--- src/shared/pfu_map.svh ---
// Constants of the parallel flash update programmer: commands, status
// bits, address map, timeout counts and reset values.
// Assumes a 16-bit NOR flash with the common command set.
`ifndef PFU_MAP_SVH
`define PFU_MAP_SVH
// Flash type selection, only the primary type is selected
`define PFU_TYPE_PRIMARY_SEL    1'b1
`define PFU_TYPE_ALT_SEL        1'b0
// Erase block sizes in words
`define PFU_BLOCK_WORDS_PRIMARY 32'h0001_0000
`define PFU_BLOCK_WORDS_ALT     32'h0002_0000
// Update area, first word and one past the last word
`define PFU_AREA_FIRST          32'h0010_0000
`define PFU_AREA_LIMIT          32'h0020_0000
// Switch word location and its on value
`define PFU_SWITCH_PRIMARY      32'h0000_FFFE
`define PFU_SWITCH_ALT          32'h0001_FFFE
`define PFU_SWITCH_ON           32'h0000_00BB
// Input word width in bytes, 4 or 2
`define PFU_INPUT_BYTES         4
// Poll limits in loops of two clock cycles
`define PFU_ERASE_POLL_LIMIT    32'h0200_0000
`define PFU_PROGRAM_POLL_LIMIT  32'h0000_9000
`define PFU_CYCLES_PER_POLL     2
// Program buffer depth in words
`define PFU_BUFFER_WORDS        512
// Expected identifier word, arbitrary value
`define PFU_ID_EXPECT           16'h0001
// Flash commands
`define PFU_CMD_READ_ID         16'h0090
`define PFU_CMD_CLR_STATUS      16'h0050
`define PFU_CMD_ERASE_SETUP     16'h0020
`define PFU_CMD_CONFIRM         16'h00D0
`define PFU_CMD_BUF_PROG        16'h00E8
`define PFU_CMD_WORD_PROG       16'h0040
`define PFU_CMD_READ_ARRAY      16'h00FF
// Status word bits
`define PFU_ST_READY            7
`define PFU_ST_ERR_MASK         16'h003A
// Check word after the image and its trailing CRC
`define PFU_CRC_POLY            32'h04C1_1DB7
`define PFU_CRC_RESIDUE         32'hC704_DD7B
`endif

--- src/shared/pfu_pkg.sv ---
// Types of the parallel flash update programmer.
// Assumes nothing beyond the constants header.
package pfu_pkg;
  // Sequencer states, Gray coded along the main path
  typedef enum logic [4:0] {
    ST_IDLE     = 5'b00000,
    ST_ID_CMD   = 5'b00001,
    ST_ID_RD    = 5'b00011,
    ST_CLR      = 5'b00010,
    ST_ERS_SET  = 5'b00110,
    ST_ERS_CONF = 5'b00111,
    ST_POLL     = 5'b00101,
    ST_BUF_CMD  = 5'b00100,
    ST_BUF_CNT  = 5'b01100,
    ST_BUF_WAIT = 5'b01101,
    ST_BUF_DATA = 5'b01111,
    ST_BUF_CONF = 5'b01110,
    ST_RD_ARR   = 5'b01010,
    ST_VERIFY   = 5'b01011,
    ST_CHECK    = 5'b01001,
    ST_SW_CMD   = 5'b01000,
    ST_SW_DATA  = 5'b11000,
    ST_DONE     = 5'b11001,
    ST_FAIL     = 5'b11011
  } pfu_state_t;
  // Which erase or program job the poll belongs to
  typedef enum logic [1:0] {
    PH_SW_ERASE   = 2'b00,
    PH_AREA_ERASE = 2'b01,
    PH_PROG       = 2'b11,
    PH_SW_PROG    = 2'b10
  } pfu_phase_t;
endpackage

--- src/logic/pfu_programmer.sv ---
// Sequencer that writes an update image into a 16-bit parallel NOR flash.
// Assumes the flash is wired straight to the pins and the clock is slow
// enough for a two-cycle read.
`timescale 1ns/100ps
`default_nettype none
`include "pfu_map.svh"
// Notes on behaviour
// - Each finished stage raises its own flag
// - Word address leaves on thirty-two bits
// - Sixteen-bit two-way data, one word each
// - Chip select low frames each access
// - Erase and program only area, switch word
// - Area from first address to limit
// - Erase block size chosen by flash type
// - Switch word address chosen by flash type
// - Switch word always written as fixed value
// - Input word four or two bytes wide
// - Only primary flash type selected
// - Polls bounded by counts, two cycles each
// - Every flash read spends two cycles
// - Reset input high holds, low runs
// - Word taken when ready and valid high
// - Stages run strictly in fixed order
// - Any error raises finished and failed
module pfu_programmer import pfu_pkg::*; #(
  parameter logic [31:0] erase_poll_limit   = `PFU_ERASE_POLL_LIMIT,
  parameter logic [31:0] program_poll_limit = `PFU_PROGRAM_POLL_LIMIT,
  parameter int          input_word_bytes   = `PFU_INPUT_BYTES,
  parameter int          buffer_words       = `PFU_BUFFER_WORDS
) (
  // Clock and resets
  input  wire logic        ref_clk,
  input  wire logic        srst,
  input  wire logic        hold_reset_run_n,
  // Image word stream
  input  wire logic [31:0] image_word_in,
  input  wire logic        image_word_valid,
  output logic             word_accept_ready,
  // Outcome
  output logic             procedure_finished,
  output logic             procedure_failed,
  output logic             poll_timeout_fault,
  // Stage progress
  output logic             switch_erase_stage_ok,
  output logic             area_erase_stage_ok,
  output logic             area_program_stage_ok,
  output logic             verify_stage_ok,
  output logic             switch_program_stage_ok,
  // Flash pins
  output logic [31:0]      flash_word_addr_out,
  input  wire logic [15:0] flash_data_bus_in,
  output logic [15:0]      flash_data_bus_out,
  output logic             flash_data_bus_oe,
  output logic             flash_select_n,
  output logic             flash_write_n,
  output logic             flash_read_n
);
  localparam int BW = $clog2(buffer_words);
  // Type choice
  localparam logic        flash_type_primary_sel = `PFU_TYPE_PRIMARY_SEL;
  localparam logic        flash_type_alt_sel     = `PFU_TYPE_ALT_SEL;
  // Alternative type only when the primary select is off
  localparam logic        use_alt = flash_type_alt_sel & ~flash_type_primary_sel;
  localparam logic [31:0] erase_block_words = use_alt ?
    `PFU_BLOCK_WORDS_ALT : `PFU_BLOCK_WORDS_PRIMARY;
  localparam logic [31:0] switch_addr = use_alt ?
    `PFU_SWITCH_ALT : `PFU_SWITCH_PRIMARY;
  localparam logic [31:0] update_area_first_addr = `PFU_AREA_FIRST;
  localparam logic [31:0] update_area_limit_addr = `PFU_AREA_LIMIT;
  localparam logic [31:0] switch_on_value        = `PFU_SWITCH_ON;

  logic        hold;               // Combined reset
  pfu_state_t  state_q, state_d;   // Sequencer state
  pfu_phase_t  phase_q, phase_d;   // Job being polled
  logic        acc_q, acc_d;       // Second cycle of an access
  logic [31:0] ptr_q, ptr_d;       // Walking word address
  logic [31:0] base_q, base_d;     // Start of current buffer
  logic [BW-1:0] bcnt_q, bcnt_d;   // Words written in buffer
  logic        half_q, half_d;     // Upper half of a wide word
  logic [31:0] hold_q, hold_d;     // Captured image word
  logic [31:0] to_q, to_d;         // Poll loop count
  logic [4:0]  flag_q, flag_d;     // Stage flags
  logic        fin_q, fin_d;       // Finished
  logic        fail_q, fail_d;     // Failed
  logic        tmo_q, tmo_d;       // Poll timeout
  logic        is_rd, is_wr, done; // Access decode
  logic        crc_v;              // Read-back word strobe
  logic [31:0] crc;                // Running CRC
  logic [31:0] lim;                // Poll limit of current job

  assign hold = srst | hold_reset_run_n;

  // Access decode: reads and writes last two cycles each
  always_comb begin
    is_rd = state_q inside {ST_ID_RD, ST_POLL, ST_VERIFY};
    is_wr = state_q inside {ST_ID_CMD, ST_CLR, ST_ERS_SET, ST_ERS_CONF,
      ST_BUF_CMD, ST_BUF_CNT, ST_BUF_DATA, ST_BUF_CONF, ST_RD_ARR,
      ST_SW_CMD, ST_SW_DATA};
    done = (is_rd | is_wr) & acc_q;
    lim = (phase_q inside {PH_SW_ERASE, PH_AREA_ERASE}) ?
      erase_poll_limit : program_poll_limit;
  end

  // Pin drive: select framed by access states only
  always_comb begin
    flash_select_n    = ~(is_rd | is_wr);
    flash_read_n      = ~is_rd;
    flash_write_n     = ~(is_wr & ~acc_q);
    flash_data_bus_oe = is_wr;
    // Addresses are fixed or walk inside the area
    if (phase_q inside {PH_SW_ERASE, PH_SW_PROG} &&
        !(state_q inside {ST_ID_CMD, ST_ID_RD, ST_CLR, ST_RD_ARR}))
      flash_word_addr_out = switch_addr;
    else if (state_q inside {ST_ID_CMD, ST_ID_RD, ST_CLR})
      flash_word_addr_out = 32'h0000_0000;
    else if (state_q inside {ST_BUF_CNT, ST_BUF_CONF} ||
             (state_q == ST_POLL && phase_q == PH_PROG))
      flash_word_addr_out = base_q;
    else
      flash_word_addr_out = ptr_q;
    unique case (state_q)
      ST_ID_CMD:   flash_data_bus_out = `PFU_CMD_READ_ID;
      ST_CLR:      flash_data_bus_out = `PFU_CMD_CLR_STATUS;
      ST_ERS_SET:  flash_data_bus_out = `PFU_CMD_ERASE_SETUP;
      ST_BUF_CMD:  flash_data_bus_out = `PFU_CMD_BUF_PROG;
      ST_BUF_CNT:  flash_data_bus_out = 16'(buffer_words - 1);
      ST_BUF_DATA: flash_data_bus_out = half_q ? hold_q[31:16] : hold_q[15:0];
      ST_RD_ARR:   flash_data_bus_out = `PFU_CMD_READ_ARRAY;
      ST_SW_CMD:   flash_data_bus_out = `PFU_CMD_WORD_PROG;
      ST_SW_DATA:  flash_data_bus_out = switch_on_value[15:0];
      ST_ERS_CONF, ST_BUF_CONF: flash_data_bus_out = `PFU_CMD_CONFIRM;
      default:     flash_data_bus_out = 16'h0000;
    endcase
  end

  assign word_accept_ready = (state_q == ST_BUF_WAIT);
  assign crc_v = (state_q == ST_VERIFY) & done;

  // Sequencer next state
  always_comb begin
    state_d = state_q;
    phase_d = phase_q;
    acc_d   = (is_rd | is_wr) & ~acc_q;
    ptr_d   = ptr_q;
    base_d  = base_q;
    bcnt_d  = bcnt_q;
    half_d  = half_q;
    hold_d  = hold_q;
    to_d    = to_q;
    flag_d  = flag_q;
    fin_d   = fin_q;
    fail_d  = fail_q;
    tmo_d   = tmo_q;
    unique case (state_q)
      ST_IDLE:     state_d = ST_ID_CMD;
      ST_ID_CMD:   if (done) state_d = ST_ID_RD;
      ST_ID_RD: begin
        // Identifier mismatch aborts
        if (done) state_d = (flash_data_bus_in == `PFU_ID_EXPECT) ?
          ST_CLR : ST_FAIL;
      end
      ST_CLR:      if (done) state_d = ST_ERS_SET;
      ST_ERS_SET:  if (done) state_d = ST_ERS_CONF;
      ST_ERS_CONF: begin
        if (done) begin
          state_d = ST_POLL;
          to_d    = 32'h0000_0000;
        end
      end
      ST_POLL: begin
        if (done && flash_data_bus_in[`PFU_ST_READY]) begin
          if ((flash_data_bus_in & `PFU_ST_ERR_MASK) != 16'h0000) begin
            state_d = ST_FAIL;
          end else begin
            unique case (phase_q)
              PH_SW_ERASE: begin
                flag_d[0] = 1'b1;
                phase_d   = PH_AREA_ERASE;
                state_d   = ST_ERS_SET;
              end
              PH_AREA_ERASE: begin
                // Block walk ends at the limit
                if (ptr_q + erase_block_words == update_area_limit_addr)
                begin
                  flag_d[1] = 1'b1;
                  phase_d   = PH_PROG;
                  ptr_d     = update_area_first_addr;
                  state_d   = ST_BUF_CMD;
                end else begin
                  ptr_d   = ptr_q + erase_block_words;
                  state_d = ST_ERS_SET;
                end
              end
              PH_PROG: begin
                if (ptr_q == update_area_limit_addr) begin
                  flag_d[2] = 1'b1;
                  ptr_d     = update_area_first_addr;
                  state_d   = ST_RD_ARR;
                end else begin
                  state_d = ST_BUF_CMD;
                end
              end
              PH_SW_PROG: begin
                flag_d[4] = 1'b1;
                state_d   = ST_DONE;
              end
            endcase
          end
        end else if (done) begin
          // Busy read: one loop of two cycles spent
          if (to_q + 32'h0000_0001 == lim) begin
            tmo_d   = 1'b1;
            state_d = ST_FAIL;
          end else begin
            to_d = to_q + 32'h0000_0001;
          end
        end
      end
      ST_BUF_CMD: begin
        if (done) begin
          base_d  = ptr_q;
          state_d = ST_BUF_CNT;
        end
      end
      ST_BUF_CNT: begin
        if (done) begin
          bcnt_d  = '0;
          state_d = ST_BUF_WAIT;
        end
      end
      ST_BUF_WAIT: begin
        // Take a word only on ready and valid
        if (image_word_valid) begin
          hold_d  = (input_word_bytes == 2) ?
            {16'h0000, image_word_in[15:0]} : image_word_in;
          half_d  = 1'b0;
          state_d = ST_BUF_DATA;
        end
      end
      ST_BUF_DATA: begin
        if (done) begin
          ptr_d  = ptr_q + 32'h0000_0001;
          bcnt_d = bcnt_q + 1'b1;
          if (input_word_bytes == 4 && !half_q)
            half_d = 1'b1;
          else if (bcnt_q == BW'(buffer_words - 1))
            state_d = ST_BUF_CONF;
          else
            state_d = ST_BUF_WAIT;
        end
      end
      ST_BUF_CONF: begin
        if (done) begin
          state_d = ST_POLL;
          to_d    = 32'h0000_0000;
        end
      end
      ST_RD_ARR:   if (done) state_d = ST_VERIFY;
      ST_VERIFY: begin
        if (done) begin
          ptr_d = ptr_q + 32'h0000_0001;
          if (ptr_q + 32'h0000_0001 == update_area_limit_addr)
            state_d = ST_CHECK;
        end
      end
      ST_CHECK: begin
        if (crc == `PFU_CRC_RESIDUE) begin
          flag_d[3] = 1'b1;
          phase_d   = PH_SW_PROG;
          state_d   = ST_SW_CMD;
        end else begin
          state_d = ST_FAIL;
        end
      end
      ST_SW_CMD:   if (done) state_d = ST_SW_DATA;
      ST_SW_DATA: begin
        if (done) begin
          state_d = ST_POLL;
          to_d    = 32'h0000_0000;
        end
      end
      ST_DONE:     fin_d = 1'b1;
      ST_FAIL: begin
        fin_d  = 1'b1;
        fail_d = 1'b1;
      end
      default:     state_d = ST_FAIL;
    endcase
  end

  // Sequencer registers; flags clear only in reset
  always_ff @(posedge ref_clk) begin
    if (hold) begin
      state_q <= ST_IDLE;
      phase_q <= PH_SW_ERASE;
      acc_q   <= 1'b0;
      ptr_q   <= `PFU_AREA_FIRST;
      base_q  <= `PFU_AREA_FIRST;
      bcnt_q  <= '0;
      half_q  <= 1'b0;
      hold_q  <= 32'h0000_0000;
      to_q    <= 32'h0000_0000;
      flag_q  <= 5'h00;
      fin_q   <= 1'b0;
      fail_q  <= 1'b0;
      tmo_q   <= 1'b0;
    end else begin
      state_q <= state_d;
      phase_q <= phase_d;
      acc_q   <= acc_d;
      ptr_q   <= ptr_d;
      base_q  <= base_d;
      bcnt_q  <= bcnt_d;
      half_q  <= half_d;
      hold_q  <= hold_d;
      to_q    <= to_d;
      flag_q  <= flag_d;
      fin_q   <= fin_d;
      fail_q  <= fail_d;
      tmo_q   <= tmo_d;
    end
  end

  // Read-back CRC, cleared with the sequencer
  pfu_crc32 u_crc (
    .ref_clk (ref_clk),
    .srst    (hold),
    .valid   (crc_v),
    .data    (flash_data_bus_in),
    .crc_q   (crc)
  );

  assign procedure_finished      = fin_q;
  assign procedure_failed        = fail_q;
  assign poll_timeout_fault      = tmo_q;
  assign switch_erase_stage_ok   = flag_q[0];
  assign area_erase_stage_ok     = flag_q[1];
  assign area_program_stage_ok   = flag_q[2];
  assign verify_stage_ok         = flag_q[3];
  assign switch_program_stage_ok = flag_q[4];
endmodule
`default_nettype wire

--- src/logic/pfu_crc32.sv ---
// CRC32 over the words read back, low byte first, msb of a byte first.
// Assumes one data word per valid pulse.
`timescale 1ns/100ps
`default_nettype none
module pfu_crc32 (
  // Clock and reset
  input  wire logic        ref_clk,
  input  wire logic        srst,
  // Word stream
  input  wire logic        valid,
  input  wire logic [15:0] data,
  // Running CRC
  output logic      [31:0] crc_q
);
  `include "pfu_map.svh"
  logic [31:0] crc_d;   // Next CRC
  // Fold sixteen bits into the CRC
  always_comb begin
    logic fb;
    fb = 1'b0;
    crc_d = crc_q;
    if (valid) begin
      for (int i = 0; i < 16; i++) begin
        fb = crc_d[31] ^ data[(i < 8) ? (7 - i) : (23 - i)];
        crc_d = {crc_d[30:0], 1'b0} ^ (fb ? `PFU_CRC_POLY : 32'h0000_0000);
      end
    end
  end
  // Register, starting from all ones
  always_ff @(posedge ref_clk) begin
    if (srst) begin
      crc_q <= 32'hFFFF_FFFF;
    end else begin
      crc_q <= crc_d;
    end
  end
endmodule
`default_nettype wire

--- config.mk ---
export PLATFORM = sky130hd
export DESIGN_NAME = pfu_programmer
export DESIGN_NICKNAME = d
export VERILOG_FILES = /design/src/shared/pfu_pkg.sv /design/src/logic/pfu_programmer.sv /design/src/logic/pfu_crc32.sv
export VERILOG_INCLUDE_DIRS = /design/src /design/src/shared
export SDC_FILE = /design/constraint.sdc
export NUM_CORES = 1
export LEC_CHECK = 0
export BUFFER_PORTS_ARGS = -buffer_cell sky130_fd_sc_hd__buf_2
export CORE_ASPECT_RATIO = 0.6
export CORE_MARGIN = 3
export CORE_UTILIZATION = 47
export DETAILED_ROUTE_END_ITERATION = 10
export GPL_TIMING_DRIVEN = 1
export MAX_ROUTING_LAYER = met4
export PLACE_DENSITY = 0.65
export SLEW_MARGIN = 0
export SYNTH_ARGS = -nofsm -noshare
export SYNTH_HDL_FRONTEND = slang
export SYNTH_HIERARCHICAL = 1
export SYNTH_SLANG_ARGS = --single-unit
export TNS_END_PERCENT = 50
--- constraint.sdc ---
create_clock -name ref_clk -period 6.5 [get_ports ref_clk]
set_input_delay 0.325 -clock ref_clk [delete_from_list [all_inputs] [get_ports ref_clk]]
set_output_delay 0.325 -clock ref_clk [all_outputs]
set_load 0.03 [all_outputs]
# Word-level counts from Yosys, hierarchy flattened
# Cells that the tools add are included.
# W data, S select, Z words.
dict set report word_totals {
  inputBits 52
  ff_bits 186
  out_inout_bits 61
  word_cells 231
}
dict set report classes {
  bitwise 45
  n_eq_ne 55
  n_addsub 4
  n_reduce_logical 38
  mux 71
}
# operator n
set op_table {}
lappend op_table {{$xor A32 B32 Y32} 16}
lappend op_table {{$mux W27} 16}
lappend op_table {{$mux W32} 12}
lappend op_table {{$pmux W32 S2} 3}
lappend op_table {{$pmux W16 S10} 1}
lappend op_table {{$mux W5} 20}
lappend op_table {{$eq A32 B22 Y1 const B} 3}
lappend op_table {{$pmux W5 S16} 1}
lappend op_table {{$add A32 B1 Y32 const B} 2}
lappend op_table {{$eq A5 B4 Y1 const B} 8}
lappend op_table {{$ne A2 B2 Y1 const B} 17}
lappend op_table {{$add A32 B17 Y32 const B} 1}
lappend op_table {{$eq A32 B26 Y1} 1}
lappend op_table {{$eq A32 B32 Y1 const B} 1}
lappend op_table {{$mux W26} 1}
lappend op_table {{$eq A5 B3 Y1 const B} 4}
lappend op_table {{$pmux W5 S4} 1}
lappend op_table {{$mux W9} 2}
lappend op_table {{$pmux W9 S2} 1}
lappend op_table {{$reduce_and A17 Y1} 1}
lappend op_table {{$eq A16 B1 Y1 const B} 1}
lappend op_table {{$mux W16} 1}
lappend op_table {{$reduce_bool A16 Y1} 1}
lappend op_table {{$reduce_bool A2 Y1} 8}
lappend op_table {{34 further kinds} 90}

# Depth between registers and ports, before layout
# Gate-level depths: netlist of the first run.
dict set report logic_depth {
  word_depth 48
  depth_mapped 13
  mapped_depth_nobuf 11
}

# Modules after synthesis
# Netlist of the first run, hierarchy kept.
# mod cells_per_inst instances area_each_um2 seq_area_each_um2
set by_module_without_submodules {}
lappend by_module_without_submodules {pfu_programmer 1429 1 10009.6 3083.0}
lappend by_module_without_submodules {pfu_crc32 251 1 2682.6 640.6}

# Least setup slack after synthesis of the first run
# No wires, ideal clock.
dict set report synth_path {
  path_type {register -> register}
  startpoint {register state_q[0]}
  endpoint {register state_q[1]}
  slack_ns 3.227
  required_time_ns 6.384
  path_stages_with_launch 10
  n_path_buf 1
  period_less_slack_ns 3.273
  setup_time_ns 0.116
  arrival_ns 3.157
  path_cell_list {dfxtp_1 > clkbuf_1 > nor3b_1 > nor4_1 > o22ai_1 > a2111o_1 > nor4_1 > a31oi_1 > a211o_1 > o211a_1}
}
dict set report synth_via {
  elab_chain_cells 7
  word_cells_on_any_way 46
  classes_between {34 x eq/ne; 2 x mux; 3 x bitwise; 7 x reduce/logical}
}
# element line
set synth_rtl {}
lappend synth_rtl {{from (decl)} pfu_programmer.sv:73} ;# pfu_state_t state_q, state_d;
lappend synth_rtl {{from (signal assigned)} pfu_programmer.sv:308} ;# state_q <= state_d;
lappend synth_rtl {{$eq A5 B1 Y1, or another cell as far along} {pfu_programmer.sv:96, pfu_programmer.sv:154}}
lappend synth_rtl {{$reduce_bool A11 Y1 or $reduce_bool A3 Y1 (tied branches)} {pfu_programmer.sv:96, pfu_programmer.sv:95}}
lappend synth_rtl {{$or A1 B1 Y1} pfu_programmer.sv:99} ;# done = (is_rd | is_wr) & acc_q;
lappend synth_rtl {{$and A1 B1 Y1} pfu_programmer.sv:99}
lappend synth_rtl {{$logic_and A1 B1 Y1} pfu_programmer.sv:171} ;# if (done && flash_data_bus_in[`PFU_ST_READY]) begin
lappend synth_rtl {{$ne A3 B1 Y1 (no line), or another cell as far along} --}
lappend synth_rtl {{$reduce_and A17 Y1 (no line) or $pmux W5 S16 (tied branches)} --}
# Parallel ways exist; a longest one is shown, timed or not.
# A chain may end at the register's enable or synchronous reset.

# Final worst setup path of the first run
dict set report layout_path {
  startpoint {register ptr_q[16]}
  endpoint {register ptr_q[9]}
}
dict set report layout_via {
  elab_chain_cells 7
  word_cells_on_any_way 10
  classes_between {1 x add/sub; 3 x eq/ne; 5 x mux; 1 x reduce/logical}
}
# element line
set layout_rtl {}
lappend layout_rtl {{from (decl)} pfu_programmer.sv:76} ;# logic [31:0] ptr_q, ptr_d;
lappend layout_rtl {{from (signal assigned)} pfu_programmer.sv:297} ;# ptr_q <= `PFU_AREA_FIRST;
lappend layout_rtl {{from (signal assigned)} pfu_programmer.sv:311} ;# ptr_q <= ptr_d;
lappend layout_rtl {{$add A32 B17 Y32} pfu_programmer.sv:183} ;# if (ptr_q + erase_block_words == update_area_limit_addr)
lappend layout_rtl {{$eq A32 B22 Y1} pfu_programmer.sv:183}
lappend layout_rtl {{$mux W32} pfu_programmer.sv:183}
lappend layout_rtl {{$pmux W32 S2} pfu_programmer.sv:175} ;# unique case (phase_q)
lappend layout_rtl {{$mux W32} pfu_programmer.sv:172} ;# if ((flash_data_bus_in & `PFU_ST_ERR_MASK) != 16'h0000) begin
lappend layout_rtl {{$mux W32} pfu_programmer.sv:171}
lappend layout_rtl {{$pmux W32 S2} pfu_programmer.sv:154} ;# unique case (state_q)
# Parallel ways exist; a longest one is shown, timed or not. The select of a mux whose other input is x is not followed.

==> summary.txt, run 1 <==
Global routing
  – GRT Total Usage: 27.9%
  – Vias in the first global route: 11,100
  – Largest net degree at the start of global routing: 65
  – Initial antenna violation count: 0
  – Total congestion overflow: 0
  – First-pass GRT wire length: 63.1 mm

Route
  – Vias per cell: 6.12
  – Final ANT Viol Nets: 0
  – Final wirelength: 40.1 mm
  – Routed len/inst: 19.4 um
  – Vias after detailed routing: 12,700
  – Starting DRT DRC Count: 1,581
  – Drt first pass iters: 6
  – # DRC: 0

Floorplan
  – Initial Util: 49.0%
  – Die X: 218 um
  – Core ar.: 25,900 um^2
  – Row count: 45
  – Die Y: 133 um
  – DIE AREA: 29,100 um^2
  – Num ports: 113

Power and ir drop
  – Cell Pwr Density: 277 nW/um^2
  – Sw Share: 40.0%
  – Leak Pwr: 4.79 nW
  – Max IR drop VDD: 167 uV
  – Comb power frac: 39.5%
  – Clock share of power: 30.2%
  – Internal cell power: 0.00234 W
  – Sw power: 0.00156 W
  – Register share of total power: 30.4%

Synth
  – Synth Area in Simple Gates: 27.8%
  – Synth Register Bits: 186
  – Cells after synthesis: 1,680
  – Adder-Cell Fraction of Synth Area: 0.887%
  – Top cells by count, synth: nand2_1, dfxtp_1, a21oi_1, nor2_1, clkbuf_1
  – Library cells used by synthesis: 90
  – Top post-synthesis cells by area: dfxtp_1, nand2_1, xnor2_1, a21oi_1, nor2_1
  – Register area share after synthesis: 29.3%
  – Largest family of logic cells by synthesized area: simple AND/OR/NAND/NOR gates
  – Compound-cell area share of the yosys netlist: 19.8%
  – Post-synth top area cell: dfxtp_1
  – EDFF count, synth: 0
  – Synth Cell Area: 12,700 um^2
  – Yosys top cell area share: 29.3%
  – Post-synthesis xor/xnor area fraction: 14.1%
  – Syn Nets: 1,741
  – Ys flop type: dfxtp_1
  – Multiplexer share of the synthesized area: 3.57%
  – Most frequent cell after synthesis: nand2_1
  – Post-synthesis area per instance: 7.55 um^2
  – Yosys warning count: 6
  – Asr flop ratio synth: 0%

Clock tree
  – Post-CTS setup buffer count: 0
  – CTS clk-pin slew, worst paths: 0.08 ns
  – Cts hold-fix bufs: 0
  – Clock Tree Buf Depth: 2
  – Clock Sink Count: 186
  – CTS root buffer: clkbuf_16
  – Worst-Skew Late Latency: 0.46 ns
  – H-tree levels: 4
  – CTS tree: built
  – Post-CTS Resized: 0
  – Num CTS Buffers: 17

STA
  – Final setup fails: 0
  – RSZ-0062 raised after global routing: no
  – Hold slack: 0.102 ns
  – Slew HR: 20.3%
  – Post-route worst setup slack: 2.24 ns
  – Clk_skew: 0.00982 ns
  – Final hold violations: 0
  – Worst Tran Pin Value: 1.19 ns
  – Post-route minimum period: 4.26 ns
  – Fmax: 235 MHz
  – Final period utilization: 65.5%
  – Setup TNS: 0 ns
  – Fin. max-slew vios: 0

Worst setup path
  – WP data arrival: 4.57 ns
  – Register-to-register setup slack: 2.24 ns
  – Crit. End Element: register
  – CP Launch Type: register
  – WS Path Type: reg -> reg
  – Crit-path max FO: 16
  – CP required: 6.82 ns

Placed design
  – Setup WS pre-CTS: 2.40 ns
  – HPWL after DPL: 28.8 mm
  – Port buffer count: 112
  – GPL Wtd Cong: 1.00

Flow run
  – Max-cap viol count: 0

Final layout
  – Area grow syn2layout: 10.7%
  – Share of layout cells above drive strength 1: 12.5%
  – Fill cells: 2,517
  – Nets: 1,765
  – Diodes inserted: 0

Run status
  – Status: complete, no violations

Worst hold path
  – Worst Hold Class: in -> reg
## cells by family (layout without fill, tap and decap cells)
family / count (synthesis) / in the layout
xor gates and xnor gates: 159 / 159
muxes: 45 / 45
AOI/OAI and AO/OA: 401 / 401
DFF: 186 / 186
buffers and inverters: 146 / 183
and+or+nand+nor: 734 / 734
adders and majority gates: 9 / 9
## metal layers
layer	up-vias	GRT usage, %	routed length, um
met1	6011	43.4	19800
li1	6024	-	-
met2	593	35.1	15700
met4	0	5.36	429
met5	-	-	0
met3	32	7.43	4160
## worst max-delay path, stage by stage, from the launching register on
cell and delay (ns):
dfxtp_1 0.62, ha_1 0.46, nand4_1 0.27, nor4_1 1.00
and4b_1 0.36, o211ai_1 0.11, o21ai_1 0.58, nand2_1 0.37
o21ai_0 0.26, a21oi_1 0.09
## stage by stage
step | std cells | total power (W) | cell area (um^2) | utilization [%]
floorplan | 1680 | 0.00230 | 12700 | -
detailed placement | 2037 | 0.00272 | 13400 | 51.7
global route | 2069 | 0.00407 | 14000 | 54.2
global placement | 2037 | 0.00271 | 13400 | 51.7
CTS | 2069 | 0.00389 | 14000 | 54.2
finish | 2069 | 0.00390 | 14000 | 54.2
## final cells by class
cell class / instances / area, um^2 / share of cell area, %
timing repair buffer: 134 / 726 / 5.17
multi-input combinational: 1348 / 8440 / 60.1
tap: 352 / 440 / 3.14
clock buffer: 20 / 467 / 3.32
clock inverter: 12 / 185 / 1.32
inverter: 17 / 66.3 / 0.472
sequential: 186 / 3720 / 26.5
## power groups by stage
stage | clock, W | sequential (W) | combinational [W]
CTS | 0.00119 | 0.00118 | 0.00151
global placement | 0 | 0.00121 | 0.00150
floorplan | 0 | 0.00119 | 0.00111
detailed placement | 0 | 0.00121 | 0.00151
global route | 0.00125 | 0.00118 | 0.00164
finish | 0.00118 | 0.00118 | 0.00154
## cells in the final DEF, fill, tap and decap left out, types with 10 or more instances in the layout
| cell | instances |
|---|---|
| nand4_1 | 29 |
| and3_1 | 28 |
| or3_1 | 10 |
| o211ai_1 | 18 |
| nor4_1 | 30 |
| dfxtp_1 | 186 |
| o21ai_0 | 85 |
| xor2_1 | 29 |
| and2_1 | 18 |
| a32o_1 | 15 |
| nor3_1 | 58 |
| buf_4 | 22 |
| nor2_1 | 135 |
| nand2_1 | 293 |
| buf_2 | 112 |
| nand3_1 | 48 |
| mux2i_1 | 43 |
| inv_1 | 15 |
| a31oi_1 | 18 |
| nor2b_1 | 15 |
| a21oi_1 | 165 |
| xnor2_1 | 98 |
| clkbuf_16 | 17 |
| o31ai_1 | 11 |
| xnor3_1 | 13 |
## path summary, 6_finish.rpt
kind / cells past startpoint / endpoint / from
setup / recovery: 9 / ptr_q[9] / ptr_q[16]
hold / removal: 3 / hold_q[26] / image_word_in[26]
hold reg to reg: 2 / hold_q[21] / hold_q[21]
setup reg to reg: 9 / ptr_q[9] / ptr_q[16]
## registers in the layout (all words and copies together), names as in the netlist
register            flops
base_q                 32
flag_q                  5
to_q                   32
hold_q                 32
procedure_failed        1
poll_timeout_fault      1
half_q                  1
procedure_finished      1
phase_q                 2
acc_q                   1
bcnt_q                  9
ptr_q                  32
state_q                 5
u_crc/crc_q            32
Note: power is estimated with default switching activity, not from simulation.
==> run 2, diff against run 1 <==
--- a/config.mk
+++ b/config.mk
@@ -6,6 +6,7 @@
 export SDC_FILE = /design/constraint.sdc
 export NUM_CORES = 1
 export LEC_CHECK = 0
+export ABC_AREA = 1
 export BUFFER_PORTS_ARGS = -buffer_cell sky130_fd_sc_hd__buf_2
 export CORE_ASPECT_RATIO = 0.6
 export CORE_MARGIN = 3
@@ -13,7 +14,7 @@
 export DETAILED_ROUTE_END_ITERATION = 10
 export GPL_TIMING_DRIVEN = 1
 export MAX_ROUTING_LAYER = met4
-export PLACE_DENSITY = 0.65
+export PLACE_DENSITY = 0.68
 export SLEW_MARGIN = 0
 export SYNTH_ARGS = -nofsm -noshare
 export SYNTH_HDL_FRONTEND = slang
==> constraint.sdc (replaced) <==
create_clock -name ref_clk -period 3.8 [get_ports ref_clk]
set_input_delay 0.19 -clock ref_clk [delete_from_list [all_inputs] [get_ports ref_clk]]
set_output_delay 0.19 -clock ref_clk [all_outputs]
set_load 0.03 [all_outputs]
==> summary.txt, run 2 <==
Worst setup path
  – Worst path cell trace: inv_2 -> nand3_2 -> inv_1 -> nand2_1 -> nand3_1 -> nand2_2 -> a211oi_1 -> buf_2
  – WP buf/inv: 3 (+3)
  – Crit-path max FO: 17 (+1)
  – Slowest stage delay, CP: 0.60 ns (-0.40 ns)
  – CP required: 3.61 ns (-3.21 ns)
  – WP data arrival: 3.33 ns (-1.24 ns)
  – Critical-path top delay cell: nand3_1
  – CP Launch Type: register
  – Crit. End Element: primary output
  – WS Path Type: reg -> out
  – Top cell family by delay on the critical path: simple AND/OR/NAND/NOR gates

Floorplan
  – Row count: 48 (+6.7%)
  – Die Y: 139 um (+4.5%)
  – Die X: 228 um (+4.6%)
  – DIE AREA: 31,800 um^2 (+9.3%)
  – Initial Util: 48.1% (-0.92 points)
  – Core ar.: 28,900 um^2 (+12%)
  – Num ports: 113 (unchanged)

STA
  – Final period utilization: 92.6%
  – Fmax: 284 MHz
  – Final setup fails: 0 (unchanged)
  – Hold slack: 0.0160 ns (-0.0862 ns)
  – Final hold violations: 0 (unchanged)
  – Setup TNS: 0 ns (unchanged)
  – Fin. max-slew vios: 0 (unchanged)
  – RSZ-0062 raised after global routing: no
  – Post-route minimum period: 3.52 ns
  – Worst Tran Pin Value: 0.992 ns (-0.195 ns)
  – Slew HR: 33.8% (+14 points)
  – Clk_skew: 0.0106 ns (+0.000818 ns)

Global routing
  – First-pass GRT wire length: 74.6 mm (+18%)
  – Initial antenna violation count: 0 (unchanged)
  – Largest net degree at the start of global routing: 70 (+7.7%)
  – GRT Total Usage: 29.8% (+1.9 points)
  – Total congestion overflow: 0 (unchanged)
  – Vias in the first global route: 13,700 (+23%)

Flow run
  – Max-cap viol count: 0 (unchanged)

Clock tree
  – Post-CTS setup buffer count: 0 (unchanged)
  – Clock Sink Count: 186 (unchanged)
  – CTS tree: built
  – H-tree levels: 4 (unchanged)
  – CTS clk-pin slew, worst paths: 0.08 ns (about the same)
  – Num CTS Buffers: 17 (unchanged)
  – Clock Tree Buf Depth: 2 (unchanged)
  – Worst-Skew Late Latency: 0.46 ns (about the same)
  – CTS root buffer: clkbuf_16

Placed design
  – Port buffer count: 112 (unchanged)
  – Inst Count DP: 2,783 (+37%)
  – GPL Wtd Cong: 1.00 (+0.13%)
  – HPWL after DPL: 35.1 mm (+22%)

Synth
  – Post-synth top area cell: dfxtp_1
  – Syn Nets: 2,404 (+38%)
  – Register area share after synthesis: 26.8% (-2.6 points)
  – Largest family of logic cells by synthesized area: simple AND/OR/NAND/NOR gates
  – Top cells by count, synth: nand2_1, nor2_1, inv_1, dfxtp_1, nand3_1
  – Compound-cell area share of the yosys netlist: 13.6% (-6.1 points)
  – Yosys warning count: 6 (unchanged)
  – EDFF count, synth: 0 (unchanged)
  – Top post-synthesis cells by area: dfxtp_1, nand2_1, nor2_1, nand3_1, inv_1
  – Most frequent cell after synthesis: nand2_1
  – Synth Register Bits: 186 (unchanged)
  – Adder-Cell Fraction of Synth Area: 0.809% (-0.078 points)
  – Multiplexer share of the synthesized area: 0% (-3.6 points)
  – Post-synthesis area per instance: 5.94 um^2 (-21%)
  – Asr flop ratio synth: 0% (unchanged)
  – Library cells used by synthesis: 53 (-41%)
  – Post-synthesis xor/xnor area fraction: 5.71% (-8.4 points)
  – Synth Cell Area: 13,900 um^2 (+9.7%)
  – Cells after synthesis: 2,343 (+39%)
  – Ys flop type: dfxtp_1
  – Yosys top cell area share: 26.8% (-2.6 points)
  – Synth Area in Simple Gates: 43.9% (+16 points)

Run status
  – Status: complete, no violations

Final layout
  – Layout Cells excl Fill: 2,844 (+37%)
  – Commonest non-fill, non-tap cells in the layout: nand2_1, nor2_1, inv_1
  – Fill cells: 2,976 (+18%)
  – Area grow syn2layout: 11.8%
  – Reg area: 3720 um^2 (unchanged)
  – Commonest non-fill, non-tap cell in the layout: nand2_1
  – Core Util, Final: 53.7% (-0.49 points)
  – Share of layout cells above drive strength 1: 13.1% (+0.63 points)
  – Area of the multi-input gates: 8940 um^2 (+5.9%)
  – Nets: 2,492 (+41%)
  – Diodes inserted: 0 (unchanged)

Route
  – Final ANT Viol Nets: 0 (unchanged)
  – Routed len/inst: 16.4 um (-15%)
  – Vias after detailed routing: 15,300 (+21%)
  – Vias per cell: 5.39 (-12%)
  – Final wirelength: 46.7 mm (+17%)
  – # DRC: 0 (unchanged)
  – Starting DRT DRC Count: 1,737 (+9.9%)
  – Drt first pass iters: 6 (unchanged)

Worst hold path
  – Worst Hold Class: in -> reg

Power and ir drop
  – Max IR drop VDD: 332 uV (+99%)
  – Cell Pwr Density: 346 nW/um^2 (+25%)
  – Leak Pwr: 6.67 nW (+39%)
## run 2: changes by cell type after synthesis, sizes merged, moves of 36 or more
cell / before / now
clkbuf: 115 / 55
mux2i: 43 / 0
nor2: 137 / 392
xor2: 32 / 68
nor3: 59 / 16
o21ai: 87 / 165
inv: 17 / 219
nand2: 293 / 756
xnor2: 108 / 18
nand3: 49 / 187
## run 2: cells by family after synthesis
logic type                 Yosys count
AOI/OAI and AO/OA                  350
and+or+nand+nor                   1401
buffers and inverters              311
adders and majority gates            9
xor gates and xnor gates            86
DFF                                186
## run 2: routing by layer
metal | global-route usage (%) | up-vias | share of wire, %
met4 | 5.61 | 0 | 1.1
met1 | 46.0 | 6944 | 50
li1 | - | 7669 | -
met2 | 38.3 | 658 | 38
met5 | - | - | 0
met3 | 7.26 | 44 | 11
## run 2: report_power, final
part	total, W	switching [W]	internal (W)
Combinational	0.00156	0.00112	0.000432
Clock	0.00182	0.000890	0.000929
Sequential	0.00201	0.0000415	0.00197
## run 2: metrics by stage
stage	power (W)	setup slack (ns)	instance area, um^2
2_1_floorplan	0.00311	1.15	13900
3_3_place_gp	0.00354	0.611	14700
3_5_place_dp	0.00355	0.632	14700
4_1_cts	0.00539	0.116	15600
5_1_grt	0.00564	0.00739	15600
6_report	0.00539	0.282	15600
## run 2: path summary, 6_finish.rpt
check / slack [ns] / cells after the start / startpoint / to
worst max-delay path: 0.28 / 8 / state_q[4] / flash_word_addr_out[20]
worst min-delay path: 0.02 / 3 / image_word_in[5] / hold_q[5]
worst max register to register: 0.57 / 15 / state_q[4] / ptr_q[26]
worst min register to register: 0.46 / 2 / hold_q[6] / hold_q[6]
## run 2: what timing repair did
| action | 4_1_cts | 5_1_grt |
|---|---|---|
| resized for setup | 0 | 2 |
| hold endpoints to repair | 29 | 0 |
| hold buffers | 29 | 0 |
| setup endpoints to repair | 0 | 29 |
## run 2: tightest hold or removal path, cell delays in order
cell	delay, ns
buf_2	0.10
o21ai_0	0.08
nor2_1	0.08
## run 2: area by class of cell
cell class                 instances  share of cell area, %
inverter                         224                   5.40
sequential                       186                   23.9
clock inverter                    15                   1.06
tap                              400                   3.22
clock buffer                      17                   2.73
multi-input combinational       1846                   57.5
timing repair buffer             156                   6.19
==> run 3, diff against run 2 <==
==> constraint.sdc (replaced) <==
create_clock -name ref_clk -period 3.8 [get_ports ref_clk]
set_input_delay 0.19 -clock ref_clk [delete_from_list [all_inputs] [get_ports ref_clk]]
set_output_delay 0.19 -clock ref_clk [all_outputs]
set_load 0.05 [all_outputs]
==> summary.txt, run 3 (synthesized netlist as in run 2, its figures left out) <==
Run status
  – Status: complete, no violations

Clock tree
  – CTS tree: built
  – Clock Tree Buf Depth: 2 (unchanged)
  – Num CTS Buffers: 17 (unchanged)
  – H-tree levels: 4 (unchanged)
  – Clock Sink Count: 186 (unchanged)
  – CTS clk-pin slew, worst paths: 0.07 ns (about the same)
  – CTS root buffer: clkbuf_16
  – Worst-Skew Late Latency: 0.46 ns (about the same)

STA
  – Final period utilization: 90.1% (-2.5 points)
  – Slew HR: 34.6% (+0.88 points)
  – Fmax: 292 MHz (+2.8%)
  – Fin. max-slew vios: 0 (unchanged)
  – Final hold violations: 0 (unchanged)
  – Clk_skew: 0.0111 ns (+0.000439 ns)
  – Worst Tran Pin Value: 0.979 ns (-0.0132 ns)
  – Post-route worst setup slack: 0.378 ns (+0.0963 ns)
  – Setup TNS: 0 ns (unchanged)
  – RSZ-0062 raised after global routing: no
  – Final setup fails: 0 (unchanged)
  – Post-route minimum period: 3.42 ns (-0.0963 ns)

Power and ir drop
  – Leak Pwr: 6.67 nW (about the same)
  – Cell Pwr Density: 362 nW/um^2 (+4.6%)
  – Tot Pwr: 0.00564 W (+4.8%)
  – Max IR drop VDD: 344 uV (+3.9%)

Worst hold path
  – Worst Hold Class: in -> reg
  – Worst Hold Path Cells: 3 (unchanged)

Route
  – Drt first pass iters: 6 (unchanged)
  – Final wirelength: 47.4 mm (+1.4%)
  – Starting DRT DRC Count: 1,955 (+13%)
  – Vias per cell: 5.40 (+0.33%)
  – Vias after detailed routing: 15,400 (+0.29%)
  – Final ANT Viol Nets: 0 (unchanged)
  – Routed len/inst: 16.7 um (+1.5%)
  – # DRC: 0 (unchanged)

Floorplan
  – DIE AREA: 31,800 um^2 (unchanged)
  – Row count: 48 (unchanged)
  – Core ar.: 28,900 um^2 (unchanged)
  – Initial Util: 48.1% (unchanged)
  – Num ports: 113 (unchanged)
  – Die Y: 139 um (unchanged)
  – Die X: 228 um (unchanged)

Global routing
  – Vias in the first global route: 13,400 (-2.2%)
  – Total congestion overflow: 0 (unchanged)
  – Largest net degree at the start of global routing: 139 (+99%)
  – Initial antenna violation count: 0 (unchanged)
  – First-pass GRT wire length: 74.7 mm (+0.13%)
  – GRT Total Usage: 30.2% (+0.43 points)

Worst setup path
  – Worst path cell trace: inv_2 -> nand3_2 -> inv_1 -> nand2_1 -> nand3_1 -> nand2_2 -> a211oi_1 -> buf_2
  – WP buf/inv: 3 (unchanged)
  – WS Path Type: reg -> out
  – CP required: 3.61 ns (about the same)
  – Top cell family by delay on the critical path: simple AND/OR/NAND/NOR gates
  – WP data arrival: 3.23 ns (-0.10 ns)
  – Crit-path max FO: 17 (unchanged)
  – Crit. End Element: primary output
  – Slowest stage delay, CP: 0.54 ns (-0.06 ns)
  – Critical-path top delay cell: nand3_1
  – R2R depth: 14 (-1)
  – CP Depth: 8 (unchanged)
  – CP Launch Type: register

Final layout
  – Fill cells: 3,049 (+2.5%)
  – Area grow syn2layout: 12.0%
  – Final instance area: 15,600 um^2 (+0.21%)
  – Commonest non-fill, non-tap cells in the layout: nand2_1, nor2_1, inv_1
  – Commonest non-fill, non-tap cell in the layout: nand2_1
  – Diodes inserted: 0 (unchanged)
  – Nets: 2,491 (-0.040%)
  – Share of layout cells above drive strength 1: 13.1% (+0.046 points)

Placed design
  – Port buffer count: 112 (unchanged)
  – GPL Wtd Cong: 0.988 (-1.7%)
  – Setup WS pre-CTS: 0.700 ns (+0.0687 ns)
  – Area after DPL: 14,700 um^2 (+0.12%)
  – HPWL after DPL: 35.8 mm (+2.1%)

Flow run
  – Max-cap viol count: 0 (unchanged)
==> run 3: cell count changes in the layout (fill, tap and decap cells not counted), sizes merged <==
cell	previous run	this run
clkinv	14	5
dlygate4sd3	29	28
clkinvlp	1	5
bufinv	1	2
inv	223	227
==> run 3: metrics by stage <==
| step | hold slack, ns | std cells | utilization, % |
|---|---|---|---|
| final | 0.0295 | 2843 | 53.9 |
| after floorplan | 0.356 | 2343 | - |
| after global routing | 0.0179 | 2843 | 53.9 |
| after CTS | 0.00450 | 2842 | 53.8 |
| after detailed placement | 0.445 | 2782 | 50.7 |
| after global placement | 0.436 | 2782 | 50.7 |
==> run 3: layout make-up <==
| cell class | instances | area, um^2 | share of cell area (%) |
|---|---|---|---|
| Clock inverter | 15 | 179 | 1.15 |
| Tap cell | 400 | 500 | 3.21 |
| Inverter | 224 | 845 | 5.42 |
| Multi-Input combinational cell | 1846 | 8940 | 57.3 |
| Timing Repair Buffer | 155 | 978 | 6.28 |
| Sequential cell | 186 | 3720 | 23.9 |
| Clock buffer | 17 | 425 | 2.73 |
==> run 3: tightest hold or removal path, cell delays in order <==
cell,delay (ns)
buf_2,0.08
o21ai_0,0.07
a21oi_1,0.10
==> run 3: final timing paths <==
check / startpoint / endpoint / slack [ns]
hold reg to reg: hold_q[6] / hold_q[6] / 0.45
hold / removal: image_word_in[6] / hold_q[6] / 0.03
setup reg to reg: state_q[0] / ptr_q[27] / 0.64
setup / recovery: state_q[4] / flash_word_addr_out[0] / 0.38
==> run 3: repair_timing <==
action | CTS | global route
endpoints found under the setup margin | 0 | 32
setup buffers | 0 | 1
endpoints found under the hold margin | 28 | 0
gates resized for setup | 0 | 3
hold buffers | 28 | 0
==> run 3: report_power, final <==
part / total [W] / internal [W] / switching (W)
clock network: 0.00190 / 0.000997 / 0.000906
logic: 0.00173 / 0.000432 / 0.00130
registers: 0.00201 / 0.00197 / 0.0000380
==> run 3: metal layers <==
| layer | vias up | wire length [um] | global-route usage [%] |
|---|---|---|---|
| li1 | 7662 | - | - |
| met1 | 7015 | 24400 | 47.8 |
| met2 | 655 | 17700 | 38.1 |
| met3 | 28 | 4970 | 7.32 |
| met4 | 0 | 330 | 4.55 |
| met5 | - | 0 | - |
